==> config.mk <==
export PLATFORM = sky130hd
export DESIGN_NAME = bcc_backup_calendar_clock
export DESIGN_NICKNAME = d
export VERILOG_FILES = /design/src/rtl/bcc_pkg.sv /design/src/rtl/bcc_backup_calendar_clock.sv
export SDC_FILE = /design/constraint.sdc
export NUM_CORES = 1
export LEC_CHECK = 0
export BUFFER_PORTS_ARGS = -buffer_cell sky130_fd_sc_hd__buf_2
export CAP_MARGIN = 10
export CORE_ASPECT_RATIO = 0.7
export CORE_UTILIZATION = 53
export DETAILED_ROUTE_END_ITERATION = 10
export MAX_ROUTING_LAYER = met4
export PLACE_DENSITY = 0.73
export SYNTH_ARGS = -nofsm -noshare
export SYNTH_HDL_FRONTEND = slang
export SYNTH_SLANG_ARGS = --single-unit
==> constraint.sdc <==
create_clock -name hclk -period 6.9 [get_ports hclk]
set_input_delay 0.345 -clock hclk [delete_from_list [all_inputs] [get_ports hclk]]
set_output_delay 0.345 -clock hclk [all_outputs]
set_load 0.05 [all_outputs]
==> src/rtl/bcc_pkg.sv <==
// package of constants and types for the backup calendar clock
package bcc_pkg;
   // register byte offsets
   localparam logic [7:0] OFF_CTRL = 8'h00;
   localparam logic [7:0] OFF_TRIM = 8'h04;
   localparam logic [7:0] OFF_RW = 8'h08;
   localparam logic [7:0] OFF_TIME = 8'h0c;
   localparam logic [7:0] OFF_DATE = 8'h10;
   localparam logic [7:0] OFF_STAT = 8'h14;
   localparam logic [7:0] OFF_RST = 8'h18;
   // domain_control_reg fields
   localparam int CTRL_EN = 0;
   localparam int CTRL_BYPASS = 1;
   localparam int CTRL_SRC = 2;
   localparam int CTRL_PRESC_LO = 16;
   // trim_control_reg fields
   localparam int TRIM_MAG_LO = 0;
   localparam int TRIM_DIR = 8;
   // read/write control and status fields
   localparam int RW_READ = 0;
   localparam int RW_WRITE = 1;
   localparam int STAT_BUSY = 0;
   localparam int STAT_CENT = 1;
   localparam int RST_BIT = 0;
   // time register fields
   localparam int TIME_SEC_LO = 0;
   localparam int TIME_MIN_LO = 8;
   localparam int TIME_HOUR_LO = 16;
   localparam int TIME_FMT = 22;
   localparam int TIME_DAY_LO = 24;
   // date register fields
   localparam int DATE_DATE_LO = 0;
   localparam int DATE_MON_LO = 8;
   localparam int DATE_YEAR_LO = 16;
   // timing and reset values
   localparam logic [15:0] PRESC_RST = 16'h8000;
   localparam logic [15:0] PRESC_XTAL = 16'h8000;
   localparam logic [15:0] PRESC_MAINS60 = 16'h003c;
   localparam logic [15:0] PRESC_MAINS50 = 16'h0032;
   localparam int TRIM_UNIT_SHIFT = 7;
   localparam logic [2:0] DAY_RST = 3'h1;
   localparam logic [5:0] DATE_RST = 6'h01;
   localparam logic [3:0] MON_RST = 4'h1;
   localparam logic [1:0] HSIZE_WORD = 2'h2;

   typedef struct packed {
      logic [6:0] sec;
      logic [6:0] min;
      logic [5:0] hour;
      logic fmt12;
      logic [2:0] day;
      logic [5:0] date;
      logic [3:0] mon;
      logic [7:0] year;
   } bcc_cal_s;

   typedef struct packed {
      logic osc_en;
      logic osc_bypass_bit;
      logic src_in_pin;
      logic [15:0] presc;
      logic [5:0] trim_magnitude;
      logic trim_direction;
      logic rd;
      logic wr;
      logic pend;
      logic century;
      logic [1:0] sync_out;
      logic [1:0] sync_in;
      logic tb_prev;
      logic [16:0] cnt;
      logic sec_tick;
      bcc_cal_s cal;
      bcc_cal_s stage;
      bcc_cal_s snap;
      logic dp_act;
      logic dp_wr;
      logic [7:0] dp_addr;
      logic [31:0] rdata;
   } bcc_state_s;
endpackage

==> src/rtl/bcc_backup_calendar_clock.sv <==
// backup calendar clock: timebase, prescaler, trim, bcd calendar, ahb regs
//Function
//- square wave on output pin at 32768 Hz; prescaler set to 32768.
//- 60 Hz mains on input pin; prescaler set to 60.
//- 50 Hz mains sine timebase; prescaler set to 50.
//- trim acts only while prescaler equals 32768.
//- 6-bit trim magnitude, 128 input ticks per unit.
//- trim direction adds ticks (longer second) or subtracts (shorter second).
//- domain ignores power-on, brownout, watchdog and pin resets; state kept.
//- domain resets only on cold start or firmware reset write.
//- seconds are 7-bit bcd, 0 to 59.
//- minutes are 7-bit bcd, 0 to 59.
//- hours 6-bit bcd; 0-23, or pm flag plus 1-12.
//- hour format select: 1 is 12-hour, 0 is 24-hour.
//- weekday 3-bit bcd counts 1 to 7 and wraps.
//- date 6-bit bcd 1-31, limit by month with leap correction.
//- month 4-bit, bcd 1 to 9, then binary 4'ha to 4'hc for 10 to 12.
//- year 8-bit bcd, 0 to 99.
//- one decimal digit per nibble; always-zero bits dropped.
//- year divisible by 4 gives february 29 days.
//- year wrap 99 to 00 raises the century flag.
//- bus copies cross coherently to the low-rate counters.
//- calendar advances on a tick from timebase divided by prescaler.
//- after write session ends, all new values load on one timebase edge.
`timescale 1ns/1ps
module bcc_backup_calendar_clock (
   // clock and cold-start reset
   input wire logic hclk,
   input wire logic hresetn,
   // ahb-lite slave
   input wire logic hsel,
   input wire logic [31:0] haddr,
   input wire logic [1:0] htrans,
   input wire logic hwrite,
   input wire logic [2:0] hsize,
   input wire logic [31:0] hwdata,
   input wire logic hready,
   output logic [31:0] hrdata,
   output logic hreadyout,
   output logic hresp,
   // timebase pins, already sliced to logic levels
   input wire logic osc_output_pin,
   input wire logic osc_input_pin,
   // status toward the rest of the chip
   output logic osc_bypass,
   output logic century_flag,
   output logic rtc_busy,
   output logic second_tick
);

   bcc_pkg::bcc_state_s s_q;
   bcc_pkg::bcc_state_s s_d;

   function automatic bcc_pkg::bcc_state_s init_state();
      bcc_pkg::bcc_state_s r;
      r = '0;
      r.presc = bcc_pkg::PRESC_RST;
      r.cal.day = bcc_pkg::DAY_RST;
      r.cal.date = bcc_pkg::DATE_RST;
      r.cal.mon = bcc_pkg::MON_RST;
      r.stage = r.cal;
      r.snap = r.cal;
      return r;
   endfunction

   localparam bcc_pkg::bcc_state_s ST_RST = init_state();

   // two-digit bcd increment; caller handles the wrap
   function automatic logic [7:0] bcd_inc(input logic [7:0] v);
      if (v[3:0] == 4'h9) begin
         return {v[7:4] + 4'h1, 4'h0};
      end
      return {v[7:4], v[3:0] + 4'h1};
   endfunction

   // year in bcd divisible by four
   function automatic logic is_leap(input logic [7:0] y);
      if (y[4]) begin
         return (y[3:0] == 4'h2) || (y[3:0] == 4'h6);
      end
      return (y[3:0] == 4'h0) || (y[3:0] == 4'h4) || (y[3:0] == 4'h8);
   endfunction

   // last date of a month, bcd
   function automatic logic [5:0] month_end(input logic [3:0] m,
                                            input logic [7:0] y);
      case (m)
         4'h2: return is_leap(y) ? 6'h29 : 6'h28;
         4'h4, 4'h6, 4'h9, 4'hb: return 6'h30;
         default: return 6'h31;
      endcase
   endfunction

   // advance the calendar by one second with carries
   function automatic bcc_pkg::bcc_cal_s advance(input bcc_pkg::bcc_cal_s c,
                                                 output logic cent);
      bcc_pkg::bcc_cal_s n;
      logic day_carry;
      logic [5:0] last;
      n = c;
      cent = 1'b0;
      day_carry = 1'b0;
      last = month_end(c.mon, c.year);
      if (c.sec != 7'h59) begin
         n.sec = 7'(bcd_inc({1'b0, c.sec}));
      end else begin
         n.sec = 7'h00;
         if (c.min != 7'h59) begin
            n.min = 7'(bcd_inc({1'b0, c.min}));
         end else begin
            n.min = 7'h00;
            if (c.fmt12) begin
               if (c.hour[4:0] == 5'h12) begin
                  n.hour = {c.hour[5], 5'h01};
               end else if (c.hour[4:0] == 5'h11) begin
                  n.hour = {~c.hour[5], 5'h12};
                  day_carry = c.hour[5];
               end else begin
                  n.hour = {c.hour[5], 5'(bcd_inc({3'b000, c.hour[4:0]}))};
               end
            end else if (c.hour == 6'h23) begin
               n.hour = 6'h00;
               day_carry = 1'b1;
            end else begin
               n.hour = 6'(bcd_inc({2'b00, c.hour}));
            end
         end
      end
      if (day_carry) begin
         n.day = (c.day == 3'h7) ? 3'h1 : c.day + 3'h1;
         if (c.date != last) begin
            n.date = 6'(bcd_inc({2'b00, c.date}));
         end else begin
            n.date = 6'h01;
            // ten to twelve cannot be two bcd digits in four bits,
            // so those months run on in binary, 4'ha to 4'hc
            if (c.mon != 4'hc) begin
               n.mon = c.mon + 4'h1;
            end else begin
               n.mon = 4'h1;
               if (c.year == 8'h99) begin
                  n.year = 8'h00;
                  cent = 1'b1;
               end else begin
                  n.year = bcd_inc(c.year);
               end
            end
         end
      end
      return n;
   endfunction

   // pack the bus words for reads
   function automatic logic [31:0] time_word(input bcc_pkg::bcc_cal_s c);
      logic [31:0] w;
      w = '0;
      w[bcc_pkg::TIME_SEC_LO +: 7] = c.sec;
      w[bcc_pkg::TIME_MIN_LO +: 7] = c.min;
      w[bcc_pkg::TIME_HOUR_LO +: 6] = c.hour;
      w[bcc_pkg::TIME_FMT] = c.fmt12;
      w[bcc_pkg::TIME_DAY_LO +: 3] = c.day;
      return w;
   endfunction

   function automatic logic [31:0] date_word(input bcc_pkg::bcc_cal_s c);
      logic [31:0] w;
      w = '0;
      w[bcc_pkg::DATE_DATE_LO +: 6] = c.date;
      w[bcc_pkg::DATE_MON_LO +: 4] = c.mon;
      w[bcc_pkg::DATE_YEAR_LO +: 8] = c.year;
      return w;
   endfunction

   function automatic logic [31:0] ctrl_word(input bcc_pkg::bcc_state_s t);
      logic [31:0] w;
      w = '0;
      w[bcc_pkg::CTRL_EN] = t.osc_en;
      w[bcc_pkg::CTRL_BYPASS] = t.osc_bypass_bit;
      w[bcc_pkg::CTRL_SRC] = t.src_in_pin;
      w[bcc_pkg::CTRL_PRESC_LO +: 16] = t.presc;
      return w;
   endfunction

   function automatic logic [31:0] trim_word(input bcc_pkg::bcc_state_s t);
      logic [31:0] w;
      w = '0;
      w[bcc_pkg::TRIM_MAG_LO +: 6] = t.trim_magnitude;
      w[bcc_pkg::TRIM_DIR] = t.trim_direction;
      return w;
   endfunction

   function automatic logic [31:0] rw_word(input bcc_pkg::bcc_state_s t);
      logic [31:0] w;
      w = '0;
      w[bcc_pkg::RW_READ] = t.rd;
      w[bcc_pkg::RW_WRITE] = t.wr;
      return w;
   endfunction

   function automatic logic [31:0] stat_word(input bcc_pkg::bcc_state_s t);
      logic [31:0] w;
      w = '0;
      w[bcc_pkg::STAT_BUSY] = t.pend;
      w[bcc_pkg::STAT_CENT] = t.century;
      return w;
   endfunction

   logic tb_level;
   logic tb_edge;
   logic trim_on;
   logic hour_mark;
   logic [16:0] trim_ticks;
   logic [16:0] limit;
   logic addr_ok;
   logic cent_evt;
   logic wr_rw;
   logic wr_stat;
   bcc_pkg::bcc_cal_s nxt_cal;

   always_comb begin
      s_d = s_q;
      s_d.sec_tick = 1'b0;
      cent_evt = 1'b0;
      nxt_cal = s_q.cal;
      wr_rw = 1'b0;
      wr_stat = 1'b0;

      // pins cross by two flops; only stage two is looked at
      s_d.sync_out = {s_q.sync_out[0], osc_output_pin};
      s_d.sync_in = {s_q.sync_in[0], osc_input_pin};
      tb_level = s_q.src_in_pin ? s_q.sync_in[1] : s_q.sync_out[1];
      s_d.tb_prev = tb_level;
      tb_edge = tb_level & ~s_q.tb_prev & s_q.osc_en;

      // trim once an hour, only at the crystal divide
      trim_on = (s_q.presc == bcc_pkg::PRESC_XTAL);
      hour_mark = (s_q.cal.sec == 7'h00) && (s_q.cal.min == 7'h00);
      trim_ticks = 17'(s_q.trim_magnitude) << bcc_pkg::TRIM_UNIT_SHIFT;
      limit = {1'b0, s_q.presc};
      if (limit == 17'h0) begin
         limit = 17'h1;
      end
      if (trim_on && hour_mark) begin
         if (s_q.trim_direction) begin
            limit = limit + trim_ticks;
         end else begin
            limit = limit - trim_ticks;
         end
      end

      if (tb_edge) begin
         if (s_q.pend) begin
            s_d.cal = s_q.stage;
            s_d.cnt = '0;
            s_d.pend = 1'b0;
         end else if (s_q.cnt >= limit - 17'h1) begin
            s_d.cnt = '0;
            s_d.sec_tick = 1'b1;
            nxt_cal = advance(s_q.cal, cent_evt);
            s_d.cal = nxt_cal;
         end else begin
            s_d.cnt = s_q.cnt + 17'h1;
         end
      end

      // snapshot follows the counters unless a read session freezes it
      if (!s_q.rd) begin
         s_d.snap = s_q.cal;
      end

      // ahb data phase: writes land here
      if (s_q.dp_act && s_q.dp_wr) begin
         case (s_q.dp_addr)
            bcc_pkg::OFF_CTRL: begin
               s_d.osc_en = hwdata[bcc_pkg::CTRL_EN];
               s_d.osc_bypass_bit = hwdata[bcc_pkg::CTRL_BYPASS];
               s_d.src_in_pin = hwdata[bcc_pkg::CTRL_SRC];
               s_d.presc = hwdata[bcc_pkg::CTRL_PRESC_LO +: 16];
            end
            bcc_pkg::OFF_TRIM: begin
               s_d.trim_magnitude = hwdata[bcc_pkg::TRIM_MAG_LO +: 6];
               s_d.trim_direction = hwdata[bcc_pkg::TRIM_DIR];
            end
            bcc_pkg::OFF_RW: wr_rw = 1'b1;
            bcc_pkg::OFF_TIME: begin
               if (s_q.wr) begin
                  s_d.stage.sec = hwdata[bcc_pkg::TIME_SEC_LO +: 7];
                  s_d.stage.min = hwdata[bcc_pkg::TIME_MIN_LO +: 7];
                  s_d.stage.hour = hwdata[bcc_pkg::TIME_HOUR_LO +: 6];
                  s_d.stage.fmt12 = hwdata[bcc_pkg::TIME_FMT];
                  s_d.stage.day = hwdata[bcc_pkg::TIME_DAY_LO +: 3];
               end
            end
            bcc_pkg::OFF_DATE: begin
               if (s_q.wr) begin
                  s_d.stage.date = hwdata[bcc_pkg::DATE_DATE_LO +: 6];
                  s_d.stage.mon = hwdata[bcc_pkg::DATE_MON_LO +: 4];
                  s_d.stage.year = hwdata[bcc_pkg::DATE_YEAR_LO +: 8];
               end
            end
            bcc_pkg::OFF_STAT: wr_stat = hwdata[bcc_pkg::STAT_CENT];
            default: ;
         endcase
      end

      // session bits: no new session while busy or the other is open
      if (wr_rw) begin
         if (!hwdata[bcc_pkg::RW_READ]) begin
            s_d.rd = 1'b0;
         end else if (!s_q.pend && !s_q.wr) begin
            s_d.rd = 1'b1;
         end
         if (!hwdata[bcc_pkg::RW_WRITE]) begin
            s_d.wr = 1'b0;
            if (s_q.wr) begin
               s_d.pend = 1'b1;
            end
         end else if (!s_q.pend && !s_q.rd && !s_q.wr
                      && !hwdata[bcc_pkg::RW_READ]) begin
            s_d.wr = 1'b1;
            s_d.stage = s_q.cal;
         end
      end

      // century flag: write one clears, a new wrap wins
      if (wr_stat) begin
         s_d.century = 1'b0;
      end
      if (cent_evt) begin
         s_d.century = 1'b1;
      end

      // ahb address phase; read data is staged one cycle early
      addr_ok = hsel && htrans[1] && hready
                && (hsize[1:0] == bcc_pkg::HSIZE_WORD) && !hsize[2];
      s_d.dp_act = addr_ok;
      s_d.dp_wr = hwrite;
      s_d.dp_addr = {haddr[7:2], 2'b00};
      if (addr_ok && !hwrite) begin
         case ({haddr[7:2], 2'b00})
            bcc_pkg::OFF_CTRL: s_d.rdata = ctrl_word(s_q);
            bcc_pkg::OFF_TRIM: s_d.rdata = trim_word(s_q);
            bcc_pkg::OFF_RW: s_d.rdata = rw_word(s_q);
            bcc_pkg::OFF_TIME: s_d.rdata = time_word(s_q.wr ? s_q.stage
                                                            : s_q.snap);
            bcc_pkg::OFF_DATE: s_d.rdata = date_word(s_q.wr ? s_q.stage
                                                            : s_q.snap);
            bcc_pkg::OFF_STAT: s_d.rdata = stat_word(s_q);
            default: s_d.rdata = '0;
         endcase
      end

      // firmware domain reset; other system resets have no port here
      if (s_q.dp_act && s_q.dp_wr && s_q.dp_addr == bcc_pkg::OFF_RST
          && hwdata[bcc_pkg::RST_BIT]) begin
         s_d = ST_RST;
      end
   end

   // hresetn stands for the cold start of the backup supply
   always_ff @(posedge hclk or negedge hresetn) begin
      if (!hresetn) begin
         s_q <= ST_RST;
      end else begin
         s_q <= s_d;
      end
   end

   assign hrdata = s_q.rdata;
   assign hreadyout = 1'b1;
   assign hresp = 1'b0;
   assign osc_bypass = s_q.osc_bypass_bit;
   assign century_flag = s_q.century;
   assign rtc_busy = s_q.pend;
   assign second_tick = s_q.sec_tick;

endmodule // bcc_backup_calendar_clock

### Yosys cells after proc, flatten, opt, wreduce, memory -nomap -nowiden

Index checks and enable logic that the tools add are counted.

* $add $sub $neg: 17
* $lt $le $gt $ge: 1
* eq/ne operators: 49
* mux-type cells: 140
* bitwise operators: 4
* reductions and logical operators: 59

Operators by type and width (count)
* 42-bit two-way mux: 7
* 221-bit two-way mux: 1
* 32-bit one-hot mux with 6 select lines: 1
* 1-bit two-way mux: 84
* 6-bit two-way mux: 13
* 17-bit two-way mux: 4
* 60-bit two-way mux: 1
* 7-bit two-way mux: 7
* 24-bit two-way mux: 2
* 43-bit two-way mux: 1
* 18-bit two-way mux: 2
* 4-bit equality test, second input constant: 8
* 32-bit two-way mux: 1
* 8-bit two-way mux: 4
* 4-bit by 1-bit adder with 4-bit output, second input constant: 7
* 26-bit two-way mux: 1
* 8-bit by 5-bit equality test with 1-bit output, second input constant: 3
* 21-bit two-way mux: 1
* 19-bit two-way mux: 1
* 16-bit by 13-bit adder with 17-bit output: 1
* 17-bit by 1-bit adder with 17-bit output, second input constant: 1
* 17-bit greater-or-equal comparator: 1
* 16-bit by 13-bit subtractor with 17-bit output: 1
* 17-bit by 1-bit subtractor with 17-bit output, second input constant: 1
* 54 further kinds: 116

* flip-flop bits (word level): 221
* input port bits: 76
* output and inout port bits: 38
* logic and storage cells: 319

### Logic depth before layout (Yosys ltp)

* depth in word-level cells: 35
* gate-level depth with buffers: 26
* gate-level depth less buffers: 23

### Least setup slack after synthesis

Ideal clock, no wire load.

* kind: reg-to-reg
* start point: register s_q[205] (netlist name)
* end point: register s_q[126] (netlist name)
* setup time: 125 ps
* arrival time: 5081 ps
* required time: 6775 ps
* slack: 1694 ps
* cell stages (with the launch flop): 25
* path buffers: 4
* clock period less this slack: 5206 ps
* path through: dfrtp_1 -> buf_6 -> or4_4 -> or3_4 -> or4_1 -> buf_2 -> nor2_1 -> a21oi_1 -> ha_1 -> nand2b_1 -> or3_1 -> nor2_1 -> and3_1 -> nand3_2 -> xnor2_1 -> ha_1 -> nand3_1 -> o31ai_1 -> a41o_1 -> a221o_1 -> clkbuf_1 -> clkbuf_1 -> nand4_1 -> nand2_1 -> mux2_2

* longest elaborated chain between the ends: 9
* elaborated cells on any way between the ends: 12
* those cells by class: 3 x add/sub; 1 x order compare; 1 x eq/ne; 3 x mux; 4 x reduce/logical

RTL lines
* start, declared: RTL line bcc_backup_calendar_clock.sv:51 `bcc_pkg::bcc_state_s s_q;`
* start signal, assigned: RTL line bcc_backup_calendar_clock.sv:363 `s_q <= ST_RST;`
* start signal, assigned: RTL line bcc_backup_calendar_clock.sv:365 `s_q <= s_d;`
* 16-bit zero test: RTL line bcc_backup_calendar_clock.sv:240 `if (limit == 17'h0) begin`
* 16-bit two-way mux: RTL line bcc_backup_calendar_clock.sv:240
* 16-bit by 13-bit subtractor with 17-bit output or 16-bit by 13-bit adder with 17-bit output (tied branches): RTL line bcc_backup_calendar_clock.sv:247, bcc_backup_calendar_clock.sv:245
* 17-bit two-way mux: RTL line bcc_backup_calendar_clock.sv:244 `if (s_q.trim_direction) begin`
* 17-bit two-way mux *: RTL line bcc_backup_calendar_clock.sv:243 `if (trim_on && hour_mark) begin`
* 17-bit by 1-bit subtractor with 17-bit output *: RTL line bcc_backup_calendar_clock.sv:256 `end else if (s_q.cnt >= limit - 17'h1) begin`
* 17-bit greater-or-equal comparator *: RTL line bcc_backup_calendar_clock.sv:256
* 3-bit nonzero test (no source line) *
* 5-bit AND reduction (no source line) *

Mark *: on every way between the ends. The rest lies on a longest branch, timed or not.
A chain may end at the register's enable or synchronous reset.

### Worst setup path after layout

* start point: register s_q[205] (netlist name)
* end point: register s_q[134] (netlist name)

* longest elaborated chain between the ends: 9
* elaborated cells on any way between the ends: 12
* those cells by class: 3 x add/sub; 1 x order compare; 1 x eq/ne; 3 x mux; 4 x reduce/logical

RTL lines (RTL line)
* 16-bit zero test: bcc_backup_calendar_clock.sv:240
* 16-bit two-way mux: bcc_backup_calendar_clock.sv:240
* 16-bit by 13-bit subtractor with 17-bit output or 16-bit by 13-bit adder with 17-bit output (tied branches): bcc_backup_calendar_clock.sv:247, bcc_backup_calendar_clock.sv:245
* 17-bit two-way mux: bcc_backup_calendar_clock.sv:244
* 17-bit two-way mux *: bcc_backup_calendar_clock.sv:243
* 17-bit by 1-bit subtractor with 17-bit output *: bcc_backup_calendar_clock.sv:256
* 17-bit greater-or-equal comparator *: bcc_backup_calendar_clock.sv:256
* 3-bit nonzero test (no source line) *
* 4-bit AND reduction (no source line) *

Marked as above.

==> metrics.md <==
| Metric | Value |
|---|---|
| Peak supply drop | 0.173 mV |
| Clock buffer depth | 3 |
| CP max stage delay | 610 ps |
| Arr. time, crit path | 6700 ps |
| Die area | 25400 sq um |
| Pint | 0.00209 W |
| Area occupied by multi-input gates | 6930 sq um |
| Fmax | 160 MHz |
| Syn avg cell area | 9.17 sq um |
| Port bufs | 80 |
| Layout cells sized above 1 | 0.132 |
| Starting Density | 0.547 |
| Cell chain of the critical path | or4_4 > or3_4 > or4_1 > nor2_1 > a21oi_1 > ha_1 > nand2b_1 > or3_1 > nor2_1 > and3_1 > nand3_2 > nor2_1 > xnor2_1 > ha_1 > nand4_1 > nor3_1 > a221o_1 > a221o_1 > buf_4 > a31oi_1 > a211oi_1 > a21oi_1 |
| Area growth syn-to-layout | 8.94% |
| Logic pwr share | 0.072 |
| Sequential power share | 0.468 |
| Skew-Pair Late Insertion Delay | 530 ps |
| Hold Crit Depth | 2 |
| FP Rows | 47 |
| Power, Total | 0.00278 W |
| Sw Share | 0.246 |
| Clock share of power | 0.460 |
| Cts bufs inserted | 23 |
| Max-Cap Viols | 0 |
| CTS H-tree depth | 1 |
| Ant diodes | 0 |
| Largest net degree at the start of global routing | 118 |
| Setup TNS | 0 ps |
| Sequential area share after synthesis | 0.415 |
| Min-delay src | osc_output_pin |
| DR vias | 11.2k |
| Die Span Y | 134 um |
| Vias per std cell | 6.34 |
| Internal reg-to-reg setup slack | 660 ps |
| CTS hold repair buffers | 1 |
| Final Max Tran Viols | 0 |
| Post-CTS sizing | 0 |
| CP startpoint kind | flop |
| Design Area, Final | 14300 sq um |
| Worst hold path type | input port to flop |
| Core Region | 24000 sq um |
| Synth Instances | 1431 |
| Total congestion overflow | 0 |
| Post-Syn Area | 13100 sq um |
| Final ANT Viol Nets | 0 |
| Worst Path Required | 7360 ps |
| Initial DRC count | 1132 |
| Fin nets | 1560 |
| Worst setup EP type | flop |
| Leakage power | 6.36 nW |
| Routability Congestion | 0.927 |
| Hold Vio Cnt, Final | 0 |
| TritonRoute pass-1 iters | 7 |
| FF+latch area | 5450 sq um |
| R2r endpoint | s_q[134]$_DFFE_PN1P_ |
| Detailed Place HPWL | 25500 um |
| Overall Global Routing Usage | 0.309 |
| Initial antenna violation count | 0 |
| Synth Register Bits | 217 |
| FILL cells | 2066 |
| Ys flop type | dfrtp_1 |
| Net switching power | 0.000682 W |
| RSZ-0062 raised after global routing | false |
| Post-synth EDFFs | 0 |
| Reg-to-Reg Start | s_q[205]$_DFFE_PN0P_ |
| Clock Skews | 21.2 ps |
| Synth top area cells | dfrtp_1 (39%), mux2i_1 (9.5%), ha_1 (4.9%) |
| Final wirelength | 37600 um |
| Clock-pin slew on the worst setup and hold paths | 70 ps |
| DR WL/cell | 21.3 um |
| Slowest stage cell, crit path | or4_1 |
| Final design utilization | 0.596 |
| Cell taking the most area after synthesis | dfrtp_1 |
| Worst R2R Path Depth | 22 |
| Post-synthesis async set-or-reset flop share | 1.00 |
| Final Cycle Share | 0.904 |
| Die width | 190 um |
| Ys Warns | 0 |
| Worst Hold End | s_q[189]$_DFF_PN0_ |
| Yosys top cell area share | 0.395 |
| Post-DP Area | 13500 sq um |
| Post-CTS Setup Bufs | 0 |
| Tmin final | 6240 ps |
| Num ports | 114 |
| Drt drc | 0 |
| Power Dens Cells | 194 nW/um^2 |
| CTS tree | built |
| Most Frequent Cell on Critical Path | nor2_1 |
| Worst Max-Slew Pin Slew | 1190 ps |
| Crit Path Max Fanout | 13 |
| Number of distinct library cells after synthesis | 77 |
| Clock sinks | 217 |
| First-pass GRT wire length | 59400 um |
| CP Class | flop to flop |
| Root cell of the clock tree | clkbuf_16 |
| Outcome | complete, no violations |
| Rel. slew slack | 0.203 |
| Vias in the first global route | 10.4k |
| Setup violators final | 0 |
## Yosys cell counts (14+ instances only)
| library cell | instances |
|---|---|
| a211oi_1 | 47 |
| a21oi_1 | 60 |
| a22oi_1 | 22 |
| and2_1 | 19 |
| and3_1 | 17 |
| buf_4 | 34 |
| clkbuf_1 | 84 |
| dfrtp_1 | 207 |
| ha_1 | 51 |
| inv_1 | 43 |
| mux2i_1 | 125 |
| nand2_1 | 151 |
| nand3_1 | 29 |
| nor2_1 | 136 |
| nor3_1 | 29 |
| o21ai_0 | 111 |
| o22ai_1 | 14 |
| xnor2_1 | 19 |
## cell usage in the layout (no fill, tap or decap), types with 22 or more instances in the layout
master and n:
dfrtp_1 204, nor2_1 133, nand2_1 150, buf_4 24, a211oi_1 47, o21ai_0 110
nor3_1 28, a21oi_1 60, inv_1 43, buf_2 79, ha_1 51, nand3_1 28
clkbuf_16 23, a22oi_1 22, mux2i_1 125
## worst max path at each step
stage               slack (ps)              endpoint  depth (start not counted)                 start
floorplan                 1690  s_q[126]$_DFFE_PN0P_                         24  s_q[205]$_DFFE_PN0P_
global placement           910  s_q[135]$_DFFE_PN0P_                         22  s_q[205]$_DFFE_PN0P_
detailed placement         810  s_q[137]$_DFFE_PN0P_                         22  s_q[205]$_DFFE_PN0P_
CTS                        800  s_q[137]$_DFFE_PN0P_                         22  s_q[205]$_DFFE_PN0P_
global route               390  s_q[140]$_DFFE_PN0P_                         22  s_q[205]$_DFFE_PN0P_
finish                     660  s_q[134]$_DFFE_PN1P_                         22  s_q[205]$_DFFE_PN0P_
## stage by stage
| step | hold slack, ps | cells | worst slack [ps] |
|---|---|---|---|
| floorplan | 49.4 | 1433 | 1690 |
| global placement | 431 | 1724 | 910 |
| detailed placement | 453 | 1724 | 808 |
| CTS | 46.5 | 1767 | 801 |
| global route | 64.8 | 1767 | 388 |
| finish | 53.8 | 1767 | 662 |
## flip-flops by register name, indices dropped and copies added (netlist names)
register	count
second_tick	1
century_flag	1
hrdata	30
rtc_busy	1
s_q	183
osc_bypass	1
## kinds of logic after synthesis
logic type,after synthesis,synth area share
AND/OR/NAND/NOR,462,0.169
buffers and inverters,175,0.0604
flip-flops,217,0.415
adder cells (fa/ha/maj),52,0.0501
XOR/XNOR,28,0.0187
other,2,0.000572
AO/OA/AOI/OAI,358,0.181
multiplexers,137,0.106
## power by group through the flow
| stage | sequential [W] | combinational (W) | clock [W] |
|---|---|---|---|
| after global routing | 0.00130 | 0.000215 | 0.00134 |
| after global placement | 0.00132 | 0.000195 | 0 |
| final | 0.00130 | 0.000200 | 0.00128 |
| after CTS | 0.00130 | 0.000199 | 0.00129 |
| after floorplan | 0.00132 | 0.000120 | 0 |
| after detailed placement | 0.00132 | 0.000198 | 0 |
## layout make-up
| class | count | area share |
|---|---|---|
| clock buffers | 35 | 0.0462 |
| inverters | 44 | 0.0115 |
| flip-flops and latches | 217 | 0.381 |
| repair buffers | 105 | 0.0420 |
| well taps | 318 | 0.0278 |
| multi-input cells | 1041 | 0.485 |
| clock inverters | 7 | 0.00682 |
## worst max-delay path, delay by kind of cell, from the launching register on
| kind | cells | cell delay (ps) |
|---|---|---|
| compound gates | 6 | 1820 |
| xor+xnor | 1 | 170 |
| fa+ha+maj | 2 | 530 |
| buf+inv | 1 | 280 |
| flops | 1 | 460 |
| simple gates | 12 | 2890 |
## per-layer routing
| layer | global-route usage | up-vias | wire (um) |
|---|---|---|---|
| li1 | - | 5123 | - |
| met1 | 0.465 | 5504 | 17700 |
| met2 | 0.431 | 510 | 16000 |
| met3 | 0.0487 | 57 | 3120 |
| met4 | 0.0721 | 0 | 789 |
| met5 | - | - | 0 |
Power figures use the tool's default switching activity.
